## src/design/ccmp_regs.vh

```
`ifndef CCMP_REGS_VH
`define CCMP_REGS_VH
`define CCMP_ADDR_CTRL 4'h0
`define CCMP_ADDR_STAT 4'h1
`define CCMP_ADDR_ADDR 4'h2
`define CCMP_ADDR_TAG 4'h3
`define CCMP_ADDR_WDATA 4'h4
`define CCMP_ADDR_RDATA 4'h5
`define CCMP_ADDR_CMD 4'h6
`define CCMP_ADDR_MODE 4'h7
`define CCMP_CTRL_RESET 32'h00000000
`define CCMP_CTRL_PAR_EN 0
`define CCMP_CTRL_OE_POL 1
`define CCMP_CTRL_WE_POL 2
`define CCMP_CMD_GO 0
`define CCMP_CMD_WRITE 1
`define CCMP_CMD_ASYNC 2
`define CCMP_CMD_DCACHE 3
`define CCMP_CMD_VALID 4
`define CCMP_CMD_TYPE 7:5
`define CCMP_STAT_PARITY_FAULT_N 0
`define CCMP_STAT_BERR 1
`define CCMP_STAT_MISS 2
`define CCMP_STAT_BUSY 3
`define CCMP_STAT_VALID 4
`define CCMP_ASYNC_SETTLE 3'h4
`endif

```

## src/design/ccmp_top.v

```verilog
// The address map and strobed register access were left to the implementer.
`timescale 1ns/1ps
`default_nettype none
`include "ccmp_regs.vh"
module ccmp_top (
  // Clock and reset
  input wire clk_sys,
  input wire srst,
  // Register port
  input wire [3:0] reg_addr,
  input wire [31:0] reg_wdata,
  input wire reg_wr,
  input wire reg_rd,
  output reg [31:0] reg_rdata,
  // Shared buses
  input wire [31:0] data_in,
  output reg [31:0] data_out,
  output reg data_oe_n,
  input wire [3:0] data_parity_bus_in,
  output reg [3:0] data_parity_bus_out,
  output reg data_parity_bus_oe_n,
  input wire [18:0] tag_in,
  output reg [18:0] tag_out,
  output reg tag_oe_n,
  input wire valid_in,
  output reg valid_out,
  output reg valid_oe_n,
  output reg [23:0] low_byte_address_bus,
  output reg sync_oe_n,
  // Cache control
  output reg icache_output_enable,
  output reg icache_write_enable,
  output reg icache_latch_clock,
  output reg dcache_output_enable,
  output reg dcache_write_enable,
  output reg dcache_latch_clock,
  // Asynchronous memory
  output reg read_buffer_transceiver_enable,
  output reg [1:0] access_type_code,
  output reg access_type_hi_or_parity_fault_n,
  output reg async_write_strobe,
  output reg async_read_strobe,
  input wire transfer_fault_in,
  input wire read_stall_hold,
  input wire write_stall_hold,
  // Processor control
  output reg run,
  output reg exception,
  output reg system_clock_out,
  output reg coprocessor_sync_clock,
  input wire coprocessor_stall_request,
  input wire [3:0] coprocessor_condition_in,
  input wire dma_hold_request,
  input wire [5:0] int_in,
  input wire double_rate_system_clock
);
  localparam ST_IDLE = 3'd0;
  localparam ST_SYNC = 3'd1;
  localparam ST_ARD = 3'd2;
  localparam ST_AWR = 3'd3;
  localparam ST_DONE = 3'd4;

  // Two-stage synchronisers for every outside input except the register port and reset.
  reg [31:0] data_s1, data_s2;
  reg [3:0] par_s1, par_s2;
  reg [18:0] tag_s1, tag_s2;
  reg val_s1, val_s2;
  reg [5:0] misc_s1, misc_s2;
  reg [3:0] cond_s1, cond_s2;
  reg [5:0] int_s1, int_s2;
  always @(posedge clk_sys) begin
    data_s1 <= data_in;
    data_s2 <= data_s1;
    par_s1 <= data_parity_bus_in;
    par_s2 <= par_s1;
    tag_s1 <= tag_in;
    tag_s2 <= tag_s1;
    val_s1 <= valid_in;
    val_s2 <= val_s1;
    misc_s1 <= {double_rate_system_clock, transfer_fault_in, read_stall_hold,
      write_stall_hold, coprocessor_stall_request, dma_hold_request};
    misc_s2 <= misc_s1;
    cond_s1 <= coprocessor_condition_in;
    cond_s2 <= cond_s1;
    int_s1 <= int_in;
    int_s2 <= int_s1;
  end
  wire clk2x = misc_s2[5];
  wire bus_fault = misc_s2[4];
  wire rd_hold = misc_s2[3];
  wire wr_hold = misc_s2[2];
  wire cp_busy = misc_s2[1];
  wire dma_hold = misc_s2[0];

  reg clk2x_d;
  reg sys_div;
  reg [31:0] ctrl;
  reg [5:0] mode;
  reg mode_taken;
  reg parity_fault_n_flag, berr_flag, miss_flag, valid_flag;
  reg [23:0] addr_r;
  reg [18:0] tag_r;
  reg [31:0] wdata_r, rdata_r;
  reg [7:0] cmd_r;
  reg [2:0] state;
  reg [31:0] next_rdata;
  reg [2:0] async_age;
  // The stall inputs reach the sequencer several cycles after the strobe leaves the pin,
  // so they are ignored until a reply to this transfer's strobe can have arrived.
  wire async_ready = (async_age == `CCMP_ASYNC_SETTLE);
  wire clk2x_rise = clk2x & ~clk2x_d;
  wire sys_edge = clk2x_rise & ~sys_div;
  wire stall = cp_busy | (dma_hold & (state == ST_SYNC));
  wire par_en = ctrl[`CCMP_CTRL_PAR_EN];
  wire oe_pol = ctrl[`CCMP_CTRL_OE_POL];
  wire we_pol = ctrl[`CCMP_CTRL_WE_POL];
  wire [3:0] gen_par = {^wdata_r[31:24], ^wdata_r[23:16],
    ^wdata_r[15:8], ^wdata_r[7:0]};
  wire [3:0] chk_par = {^data_s2[31:24], ^data_s2[23:16],
    ^data_s2[15:8], ^data_s2[7:0]} ^ par_s2;
  wire par_bad = par_en & (|chk_par);
  wire sw_clr_parity_fault_n = reg_wr & (reg_addr == `CCMP_ADDR_STAT) & reg_wdata[`CCMP_STAT_PARITY_FAULT_N];
  wire sw_clr_berr = reg_wr & (reg_addr == `CCMP_ADDR_STAT) & reg_wdata[`CCMP_STAT_BERR];
  wire go = reg_wr & (reg_addr == `CCMP_ADDR_CMD) & reg_wdata[`CCMP_CMD_GO];
  wire chk_point = (state == ST_SYNC) & ~stall & ~cmd_r[`CCMP_CMD_WRITE];
  wire parity_fault_n_set = chk_point & par_bad;
  wire berr_set = ((state == ST_ARD) | (state == ST_AWR)) & bus_fault;

  // Latch clocks and system clock derive from the double-rate input.
  always @(posedge clk_sys) begin
    clk2x_d <= clk2x;
    if (srst) begin
      sys_div <= 1'b0;
      system_clock_out <= 1'b0;
      coprocessor_sync_clock <= 1'b0;
      icache_latch_clock <= 1'b0;
      dcache_latch_clock <= 1'b0;
    end else if (clk2x_rise) begin
      sys_div <= ~sys_div;
      system_clock_out <= ~sys_div;
      coprocessor_sync_clock <= ~sys_div;
      icache_latch_clock <= ~sys_div;
      dcache_latch_clock <= ~sys_div;
    end
  end

  // Mode is captured once at the first system clock edge after reset.
  always @(posedge clk_sys) begin
    if (srst) begin
      mode_taken <= 1'b0;
      mode <= 6'h00;
    end else if (!mode_taken && sys_edge) begin
      mode_taken <= 1'b1;
      mode <= int_s2;
    end
  end

  always @(posedge clk_sys) begin
    if (srst) begin
      ctrl <= `CCMP_CTRL_RESET;
      addr_r <= 24'h000000;
      tag_r <= 19'h00000;
      wdata_r <= 32'h00000000;
      cmd_r <= 8'h00;
      parity_fault_n_flag <= 1'b0;
      berr_flag <= 1'b0;
    end else begin
      if (reg_wr && reg_addr == `CCMP_ADDR_CTRL) ctrl <= reg_wdata;
      if (reg_wr && reg_addr == `CCMP_ADDR_ADDR) addr_r <= reg_wdata[23:0];
      if (reg_wr && reg_addr == `CCMP_ADDR_TAG) tag_r <= reg_wdata[18:0];
      if (reg_wr && reg_addr == `CCMP_ADDR_WDATA) wdata_r <= reg_wdata;
      if (go && state == ST_IDLE) cmd_r <= reg_wdata[7:0];
      if (parity_fault_n_set) parity_fault_n_flag <= 1'b1;
      else if (sw_clr_parity_fault_n) parity_fault_n_flag <= 1'b0;
      if (berr_set) berr_flag <= 1'b1;
      else if (sw_clr_berr) berr_flag <= 1'b0;
    end
  end

  // Transfer sequencer.
  always @(posedge clk_sys) begin
    if (srst || !mode_taken) begin
      state <= ST_IDLE;
      rdata_r <= 32'h00000000;
      miss_flag <= 1'b0;
      valid_flag <= 1'b0;
      exception <= 1'b0;
      async_age <= 3'h0;
    end else begin
      exception <= 1'b0;
      case (state)
        ST_IDLE: begin
          async_age <= 3'h0;
          if (go) begin
            state <= reg_wdata[`CCMP_CMD_ASYNC] ? (reg_wdata[`CCMP_CMD_WRITE] ?
              ST_AWR : ST_ARD) : ST_SYNC;
          end
        end
        ST_SYNC: begin
          if (!stall) begin
            rdata_r <= data_s2;
            valid_flag <= val_s2;
            miss_flag <= ~cmd_r[`CCMP_CMD_WRITE] & (par_bad | ~val_s2);
            state <= ST_DONE;
          end
        end
        ST_ARD: begin
          if (!async_ready) async_age <= async_age + 3'h1;
          if (bus_fault) begin
            exception <= 1'b1;
            state <= ST_DONE;
          end else if (async_ready && !rd_hold && !cp_busy) begin
            rdata_r <= data_s2;
            miss_flag <= 1'b0;
            state <= ST_DONE;
          end
        end
        ST_AWR: begin
          if (!async_ready) async_age <= async_age + 3'h1;
          if (bus_fault) begin
            exception <= 1'b1;
            state <= ST_DONE;
          end else if (async_ready && !wr_hold && !cp_busy) begin
            state <= ST_DONE;
          end
        end
        ST_DONE: state <= ST_IDLE;
        default: state <= ST_IDLE;
      endcase
    end
  end

  // Pin drive.
  always @(posedge clk_sys) begin
    if (srst) begin
      data_out <= 32'h00000000;
      data_oe_n <= 1'b1;
      data_parity_bus_out <= 4'h0;
      data_parity_bus_oe_n <= 1'b1;
      tag_out <= 19'h00000;
      tag_oe_n <= 1'b1;
      valid_out <= 1'b0;
      valid_oe_n <= 1'b1;
      low_byte_address_bus <= 24'h000000;
      sync_oe_n <= 1'b1;
      icache_output_enable <= 1'b0;
      icache_write_enable <= 1'b0;
      dcache_output_enable <= 1'b0;
      dcache_write_enable <= 1'b0;
      read_buffer_transceiver_enable <= 1'b1;
      access_type_code <= 2'b00;
      access_type_hi_or_parity_fault_n <= 1'b1;
      async_write_strobe <= 1'b0;
      async_read_strobe <= 1'b0;
      run <= 1'b0;
    end else begin : drive
      reg wr_cyc, sync_cyc, async_cyc, dc;
      wr_cyc = cmd_r[`CCMP_CMD_WRITE];
      sync_cyc = (state == ST_SYNC) & ~stall;
      async_cyc = (state == ST_ARD) | (state == ST_AWR);
      dc = cmd_r[`CCMP_CMD_DCACHE];
      data_out <= wdata_r;
      data_oe_n <= ~(wr_cyc & (sync_cyc | async_cyc));
      data_parity_bus_out <= gen_par;
      data_parity_bus_oe_n <= ~(wr_cyc & (sync_cyc | async_cyc));
      tag_out <= tag_r;
      tag_oe_n <= ~((wr_cyc & sync_cyc) | async_cyc);
      valid_out <= cmd_r[`CCMP_CMD_VALID];
      valid_oe_n <= ~(wr_cyc & sync_cyc);
      low_byte_address_bus <= addr_r;
      sync_oe_n <= dma_hold;
      icache_output_enable <= oe_pol ^ ~(sync_cyc & ~wr_cyc & ~dc);
      icache_write_enable <= we_pol ^ ~(sync_cyc & wr_cyc & ~dc);
      dcache_output_enable <= oe_pol ^ ~(sync_cyc & ~wr_cyc & dc);
      dcache_write_enable <= we_pol ^ ~(sync_cyc & wr_cyc & dc);
      read_buffer_transceiver_enable <= ~(state == ST_ARD);
      access_type_code <= cmd_r[6:5];
      if (mode[0]) access_type_hi_or_parity_fault_n <= ~parity_fault_n_flag;
      else access_type_hi_or_parity_fault_n <= cmd_r[7];
      async_read_strobe <= (state == ST_ARD);
      async_write_strobe <= (state == ST_AWR);
      run <= ~(stall | async_cyc) & mode_taken;
    end
  end

  // Register reads; the refill gate exposes condition bit zero.
  always @* begin
    case (reg_addr)
      `CCMP_ADDR_CTRL: next_rdata = ctrl;
      `CCMP_ADDR_STAT: next_rdata = {25'h0000000, cond_s2[0], cond_s2[3:1] != 3'b000,
        valid_flag, state != ST_IDLE, miss_flag, berr_flag, parity_fault_n_flag};
      `CCMP_ADDR_ADDR: next_rdata = {8'h00, addr_r};
      `CCMP_ADDR_TAG: next_rdata = {13'h0000, tag_s2};
      `CCMP_ADDR_WDATA: next_rdata = wdata_r;
      `CCMP_ADDR_RDATA: next_rdata = rdata_r;
      `CCMP_ADDR_CMD: next_rdata = {24'h000000, cmd_r};
      `CCMP_ADDR_MODE: next_rdata = {20'h00000, cond_s2, 2'b00, mode};
      default: next_rdata = 32'h00000000;
    endcase
  end
  always @(posedge clk_sys) begin
    if (srst) reg_rdata <= 32'h00000000;
    else if (reg_rd) reg_rdata <= next_rdata;
    else reg_rdata <= 32'h00000000;
  end
endmodule
`default_nettype wire

```

## config.mk

```make
export PLATFORM = sky130hd
export DESIGN_NAME = ccmp_top
export DESIGN_NICKNAME = d
export VERILOG_FILES = /design/src/design/ccmp_top.v
export VERILOG_INCLUDE_DIRS = /design/src /design/src/design
export SDC_FILE = /design/constraint.sdc
export NUM_CORES = 1
export LEC_CHECK = 0
export BUFFER_PORTS_ARGS = -buffer_cell sky130_fd_sc_hd__buf_4
export CAP_MARGIN = 20
export CELL_PAD_IN_SITES_DETAIL_PLACEMENT = 0
export CELL_PAD_IN_SITES_GLOBAL_PLACEMENT = 2
export CORE_MARGIN = 2
export CORE_UTILIZATION = 30
export DETAILED_ROUTE_END_ITERATION = 6
export GPL_TIMING_DRIVEN = 0
export HOLD_SLACK_MARGIN = 0.08
export PLACE_DENSITY_LB_ADDON = 0.1
export REMOVE_ABC_BUFFERS = 1
export SKIP_LAST_GASP = 1
export SYNTH_ARGS = -nofsm -noshare
export SYNTH_HDL_FRONTEND = slang
export SYNTH_SLANG_ARGS = --single-unit
```

## constraint.sdc

```tcl
create_clock -name clk_sys -period 2.39 [get_ports clk_sys]
set_input_delay 0.3585 -clock clk_sys [delete_from_list [all_inputs] [get_ports clk_sys]]
set_output_delay 0.3585 -clock clk_sys [all_outputs]
set_load 0.05 [all_outputs]
```

==> impl_results.md, run 1 <==
* First-pass GRT wire length at 64600 um
* Post-Synth XOR/XNOR Area at 4.28%
* Synth Area in Compound Gates at 10.3%
* Worst vdd ir at 0.518 mV
* RSZ-0062 raised after global routing: false
* Crit-path cells: or3_1, nor4_4, nand2_1, a21oi_1
* Initial antenna violation count at 1
* Period utilization at between 90% and 100%
* Clk Latency, worst-skew pair at 0.57 ns
* # H-tree levels at 2
* WP data arrival at between 2 and 3 ns
* Routability cong. at 0.735
* Ys flop type: dfxtp_1
* Clock-pin slew on the worst setup and hold paths at 0.06 ns
* Mux share of post-synthesis cell area at 3.73%
* Outcome: finished, final reports clean
* I/O pins at around 250
* CTS Buf Count at 49
* Register area share after synthesis at 63.6%
* Power per cell area at 823 mW/mm^2
* Largest net degree at the start of global routing at ~120
* Hold WC Path Type: in -> reg
* Core area at between 0.04 and 0.05 sq mm
* Vias in the first global route at 10400
* Final net count at 1790
* Share of cells above drive strength 1 at between 20% and 30%
* Final setup margin at 0.175 ns
* Clock Skews at 0.0124 ns
* Worst-path maximum fanout at 10
* CP Class: reg -> reg
* Post-synthesis adder-cell area fraction at 0.182%
* Initial drt markers at around 590
* Grt ovf at 0
* Final Hold Fails at 0
* FF+latch count, synth at 438
* Fmax at 451 MHz
* Post-synth EDFFs at 0
* Starting Density at 30.4%
* Fraction of registers with async set or reset after synthesis at 0%
* Worst slack, placed at -0.299 ns
* Drc violations at 0
* Final setup fails at 0
* Mapped Area at 0.0138 sq mm
* CP max stage delay at 0.78 ns
* Max_slew headroom at approximately a third
* Die Height at 218 um
* Min Tclk post-route at 2.21 ns
* Crit. End Element: flip-flop
* Ant. Diodes at 0
* Slew Viols, Final at 0
* Post-Syn Instances at 1329
* Fillers at 4433
* Post-DRT Antenna Nets at 0
* Post-synthesis simple-gate area fraction at about 15%
* Buffer depth of the longest clock path at 3
* 1st-pass router iterations at 5
* Worst Setup Start Kind: flip-flop
* DR vias/cell at 4.45
* Via count at 10300
* Row count at 78
* Critical path required time at just under 3 ns
* HPWL after DPL at a little under 30000 um
* Syn. warnings at 0
* Slowest CP cell: nor4_4
* Commonest non-fill, non-tap cell in the layout: dfxtp_1
* Largest family of logic cells by synthesized area: simple AND/OR/NAND/NOR gates
* Final core utilization at 42.1%
* Root buffer cell: clkbuf_16
* Post-Syn Area per Cell at about 10 sq um
* Port bufs at 244
* DIE WIDTH at 218 um
* Pleak at between 7 and 8 nW
* Clk sink count at 438
* GR Util All Layers at 18.3%
* Post-synth cell types at 53
* Drt wl/cell at around 19 um
* CTS tree: built
* Maxcap violations at 0
* Drt total wl at 43500 um
* Area growth syn-to-layout at 38.7%
* Most frequent cells in the layout: 438 x dfxtp_1, 250 x buf_4, 247 x nand2_1, 134 x a21oi_1, 104 x dlygate4sd3_1
* Die area at ~0.048 sq mm
* Worst-margin pin slew at roughly 0.98 ns
worst max-delay path: cells and delay by family, from the launching register on:
| family | cells | cell delay (ns) |
|---|---|---|
| AOI/OAI and AO/OA | 1 | 0.18 |
| DFF | 1 | 0.40 |
| and+or+nand+nor | 3 | 1.55 |
sequential cells by signal, summed over array words and instances, names as in the netlist, 24 cells and up:
signal                cells
addr_r                   24
ctrl                     32
data_out                 32
data_s1                  32
data_s2                  32
low_byte_address_bus     24
rdata_r                  32
reg_rdata                32
wdata_r                  32
logic make-up (layout without fill, tap and decap cells):
| group | Yosys count | in the layout |
|---|---|---|
| buffers and inverters | 89 | 470 |
| flip-flops | 438 | 438 |
| AO/OA/AOI/OAI | 232 | 232 |
| adder cells (fa/ha/maj) | 2 | 2 |
| multiplexers | 51 | 51 |
| AND/OR/NAND/NOR | 456 | 456 |
| XOR/XNOR | 61 | 61 |
report_power, final:
| group | switching (mW) | internal [mW] | leakage [nW] |
|---|---|---|---|
| Clock | 2.94 | 4.26 | 0.764 |
| Combinational | 0.507 | 0.438 | 3.03 |
| Sequential | 0.0889 | 7.49 | 3.59 |
path summary, 6_finish.rpt:
check | depth (start not counted) | endpoint | startpoint | slack [ns]
setup reg to reg | 4 | cmd_r[2] | state[0] | 0.18
hold / removal | 4 | berr_flag | reg_wr | 0.20
setup / recovery | 4 | cmd_r[2] | state[0] | 0.18
hold reg to reg | 0 | misc_s2[1] | misc_s1[1] | 0.32
timing repair:
action                     4_1_cts  5_1_grt
buffers inserted                 3        0
hold endpoints to repair       181        0
resized for setup                0        1
hold buffers                   104        0
pin swaps                        1        1
setup endpoints to repair       30       25
synth_stat cells, drive strengths merged (2+ instances only):
cell type	instances	area share, %
o21ai	8	0.29
a22oi	46	2.5
or3	5	0.23
nor2	71	1.9
xnor2	43	2.7
a21oi	134	4.9
inv	9	0.25
clkbuf	58	1.6
or2	2	0.091
nor3	11	0.44
a222oi	5	0.36
nor2b	80	3.6
a22o	10	0.64
nor4	4	0.34
nor3b	3	0.20
mux2	3	0.25
ha	2	0.18
nand2	251	6.8
and2	7	0.32
a31oi	13	0.59
nand2b	8	0.36
a221oi	5	0.32
nand3b	3	0.16
buf	22	1.0
a21o	2	0.11
mux2i	48	3.5
xor2	14	0.89
a32oi	2	0.13
nand3	5	0.18
dfxtp	438	64
xnor3	4	0.65
o31ai	2	0.11
metrics by stage:
stage	power (mW)	cells	instance area (sq um)	hold slack, ns	TNS (ns)
6_report	15.7	2310	19100	0.203	0
5_1_grt	16.4	2310	19100	0.207	0
4_1_cts	16.0	2310	19100	0.158	0
3_5_place_dp	8.55	2118	16500	0.312	-18.37
3_3_place_gp	8.51	2093	16000	0.310	-895.42
2_1_floorplan	8.05	1249	13400	0.310	-127.95
metal layers:
metal	global-route usage [%]	share of wire (%)	up-vias
met5	0	0.030	-
met4	6.39	2.6	2
met3	3.28	5.1	73
met2	29.7	46	272
met1	24.6	46	4826
li1	-	-	5117
area by class of cell:
class / instances / area (sq um) / area share (%)
clock buffers: 73 / 1450 / 7.57
clock inverters: 12 / 91.3 / 0.478
inverters: 9 / 33.8 / 0.177
multi-input cells: 802 / 4680 / 24.5
flip-flops and latches: 438 / 8770 / 45.9
well taps: 600 / 751 / 3.93
repair buffers: 376 / 3350 / 17.5
No activity file was read; power rests on OpenSTA's default activity.
==> run 2: changes to the inputs <==
clock period = 2.5 ns   (was 2.39 ns; I/O delays follow)
==> impl_results.md, run 2 (synthesis results as in run 1) <==
* Clk sink count at 438 (unchanged)
* Worst Setup Start Kind: flip-flop (unchanged)
* Root buffer cell: clkbuf_16 (unchanged)
* Period utilization at 91.8% (was 92.7%)
* Crit-path cells: or3_1, nor4_4, nand2_1, a21oi_1 (unchanged)
* Die Height at 218 um (unchanged)
* Starting Density at 30.4% (unchanged)
* I/O pins at 245 (unchanged)
* Drt wl/cell at 18.8 um (about the same)
* Final Hold Fails at 0 (unchanged)
* DR vias/cell at 4.47 (was 4.45)
* DIE WIDTH at 218 um (unchanged)
* CTS tree: built (unchanged)
* Buffer depth of the longest clock path at 3 (unchanged)
* Crit path to: cmd_r[2] (unchanged)
* Placed Instance Area at 0.0165 sq mm (unchanged)
* Drc violations at 0 (unchanged)
* Pwr Total at 15.0 mW (was 15.7 mW)
* Hold WC Path Type: in -> reg (unchanged)
* Area growth syn-to-layout at 38.7% (unchanged)
* Worst path bufs/invs at 0 (unchanged)
* Worst R2R Path Depth at 4 (unchanged)
* Worst reg2reg startpoint: state[0] (unchanged)
* Drt total wl at 43500 um (about the same)
* R2R setup slack at 0.20 ns (was 0.18 ns)
* Hold depth at 4 (unchanged)
* Clock-pin slew on the worst setup and hold paths at 0.06 ns (about the same)
* Most frequent cells in the layout: 438 x dfxtp_1, 250 x buf_4, 247 x nand2_1, 134 x a21oi_1, 104 x dlygate4sd3_1 (unchanged)
* Routability cong. at 0.735 (unchanged)
* Reg2Reg Capture Point: cmd_r[2] (unchanged)
* Final setup margin at 0.205 ns (was 0.175 ns)
* Vias in the first global route at 10400 (unchanged)
* Commonest non-fill, non-tap cell in the layout: dfxtp_1 (unchanged)
* CTS Buf Count at 49 (unchanged)
* Crit. End Element: flip-flop (unchanged)
* Final setup fails at 0 (unchanged)
* Slowest CP cell: nor4_4 (unchanged)
* Worst vdd ir at 0.496 mV (was 0.518 mV)
* Grt ovf at 0 (unchanged)
* CP Class: reg -> reg (unchanged)
* Initial antenna violation count at 1 (unchanged)
* Slew Viols, Final at 0 (unchanged)
* Pleak at 7.38 nW (about the same)
* Design area at 0.0191 sq mm (unchanged)
* Fmax at 436 MHz (was 451 MHz)
* Share of cells above drive strength 1 at 21.6% (unchanged)
* WP depth at 4 (unchanged)
* Power per cell area at 786 mW/mm^2 (was 823 mW/mm^2)
* Largest net degree at the start of global routing at 123 (unchanged)
* Min Tclk post-route at 2.30 ns (was 2.21 ns)
* Clk Latency, worst-skew pair at 0.57 ns (about the same)
* Worst slack, placed at -0.205 ns (was -0.299 ns)
* Worst-path maximum fanout at 10 (unchanged)
* Ant. Diodes at 0 (unchanged)
* Clock Skews at 0.0114 ns (was 0.0124 ns)
* HPWL after DPL at 29200 um (unchanged)
* Max_slew headroom at 33.2% (was 34.2%)
* Placed cell count at 2118 (unchanged)
* Fillers at 4433 (unchanged)
* CP max stage delay at 0.87 ns (was 0.78 ns)
* Outcome: finished, final reports clean (unchanged)
* CP startpoint: state[0] (unchanged)
* WP data arrival at 2.79 ns (was 2.71 ns)
* Final net count at 1790 (unchanged)
* Initial drt markers at 584 (was 585)
* Core area at 0.0454 sq mm (unchanged)
* Port bufs at 244 (unchanged)
* Worst-margin pin slew at 0.995 ns (was 0.979 ns)
* Row count at 78 (unchanged)
* # H-tree levels at 2 (unchanged)
* GR Util All Layers at 18.3% (unchanged)
* Maxcap violations at 0 (unchanged)
* Die area at 0.0477 sq mm (unchanged)
* WHS at 0.221 ns (was 0.203 ns)
* RSZ-0062 raised after global routing: false (unchanged)
* First-pass GRT wire length at 64600 um (unchanged)
* Critical path required time at 3.00 ns (was 2.89 ns)
* Layout Cells excl Fill at 2310 (unchanged)
* Post-DRT Antenna Nets at 0 (unchanged)
* Via count at 10300 (about the same)
* 1st-pass router iterations at 5 (unchanged)
* Critical path's top delay family: simple AND/OR/NAND/NOR gates (unchanged)
-- run 2: cell counts in the layout (fill, tap and decap cells not counted) --
No cell type changed its count.
-- run 2: worst min-delay path by stage --
stage,from,endpoint
after floorplan,cond_s1[0],cond_s2[0]
after global placement,misc_s1[5],misc_s2[5]
after detailed placement,data_s1[14],data_s2[14]
after CTS,reg_wr,berr_flag
after global routing,reg_wr,parity_fault_n_flag
final,reg_wr,parity_fault_n_flag
-- run 2: layer usage --
metal  global-route usage, %  routed length [um]  share of wire, %  vias to the layer above
met2                    29.7               20000                46                      285
li1                        -                   -                 -                     5117
met5                       0                  13             0.030                        -
met3                    3.28                2320               5.3                       74
met4                    6.39                1140               2.6                        2
met1                    24.6               20000                46                     4845
-- run 2: power by group --
part           total, mW  internal (mW)  leakage, nW  switching, mW
clock network       6.88           4.07        0.764           2.81
logic              0.903          0.419         3.03          0.484
registers           7.24           7.16         3.59         0.0849
-- run 2: layout make-up --
type                       count  area [sq um]  share of cell area [%]
sequential                   438          8770                    45.9
multi-input combinational    802          4680                    24.5
timing repair buffer         376          3350                    17.5
clock buffer                  73          1450                    7.57
tap                          600           751                    3.93
clock inverter                12          91.3                   0.478
inverter                       9          33.8                   0.177
-- run 2: per-stage QoR --
step	TNS [ns]	util, %
after floorplan	-113.23	-
after global placement	-868.75	35.3
after detailed placement	-9.39	36.3
after CTS	0	42.1
after global routing	0	42.1
final	0	42.1
-- run 2: tightest hold or removal path: cells and delay by family --
family | cells | cell delay (ns)
buffers and inverters | 1 | 0.16
and+or+nand+nor | 2 | 0.17
AOI/OAI and AO/OA | 1 | 0.06
-- run 2: repair_timing --
| item | 4_1_cts | 5_1_grt |
|---|---|---|
| hold endpoints to repair | 179 | 0 |
| pin swaps | 1 | 0 |
| resized for setup | 0 | 1 |
| setup endpoints to repair | 21 | 4 |
| buffers inserted | 3 | 0 |
| hold buffers | 104 | 0 |
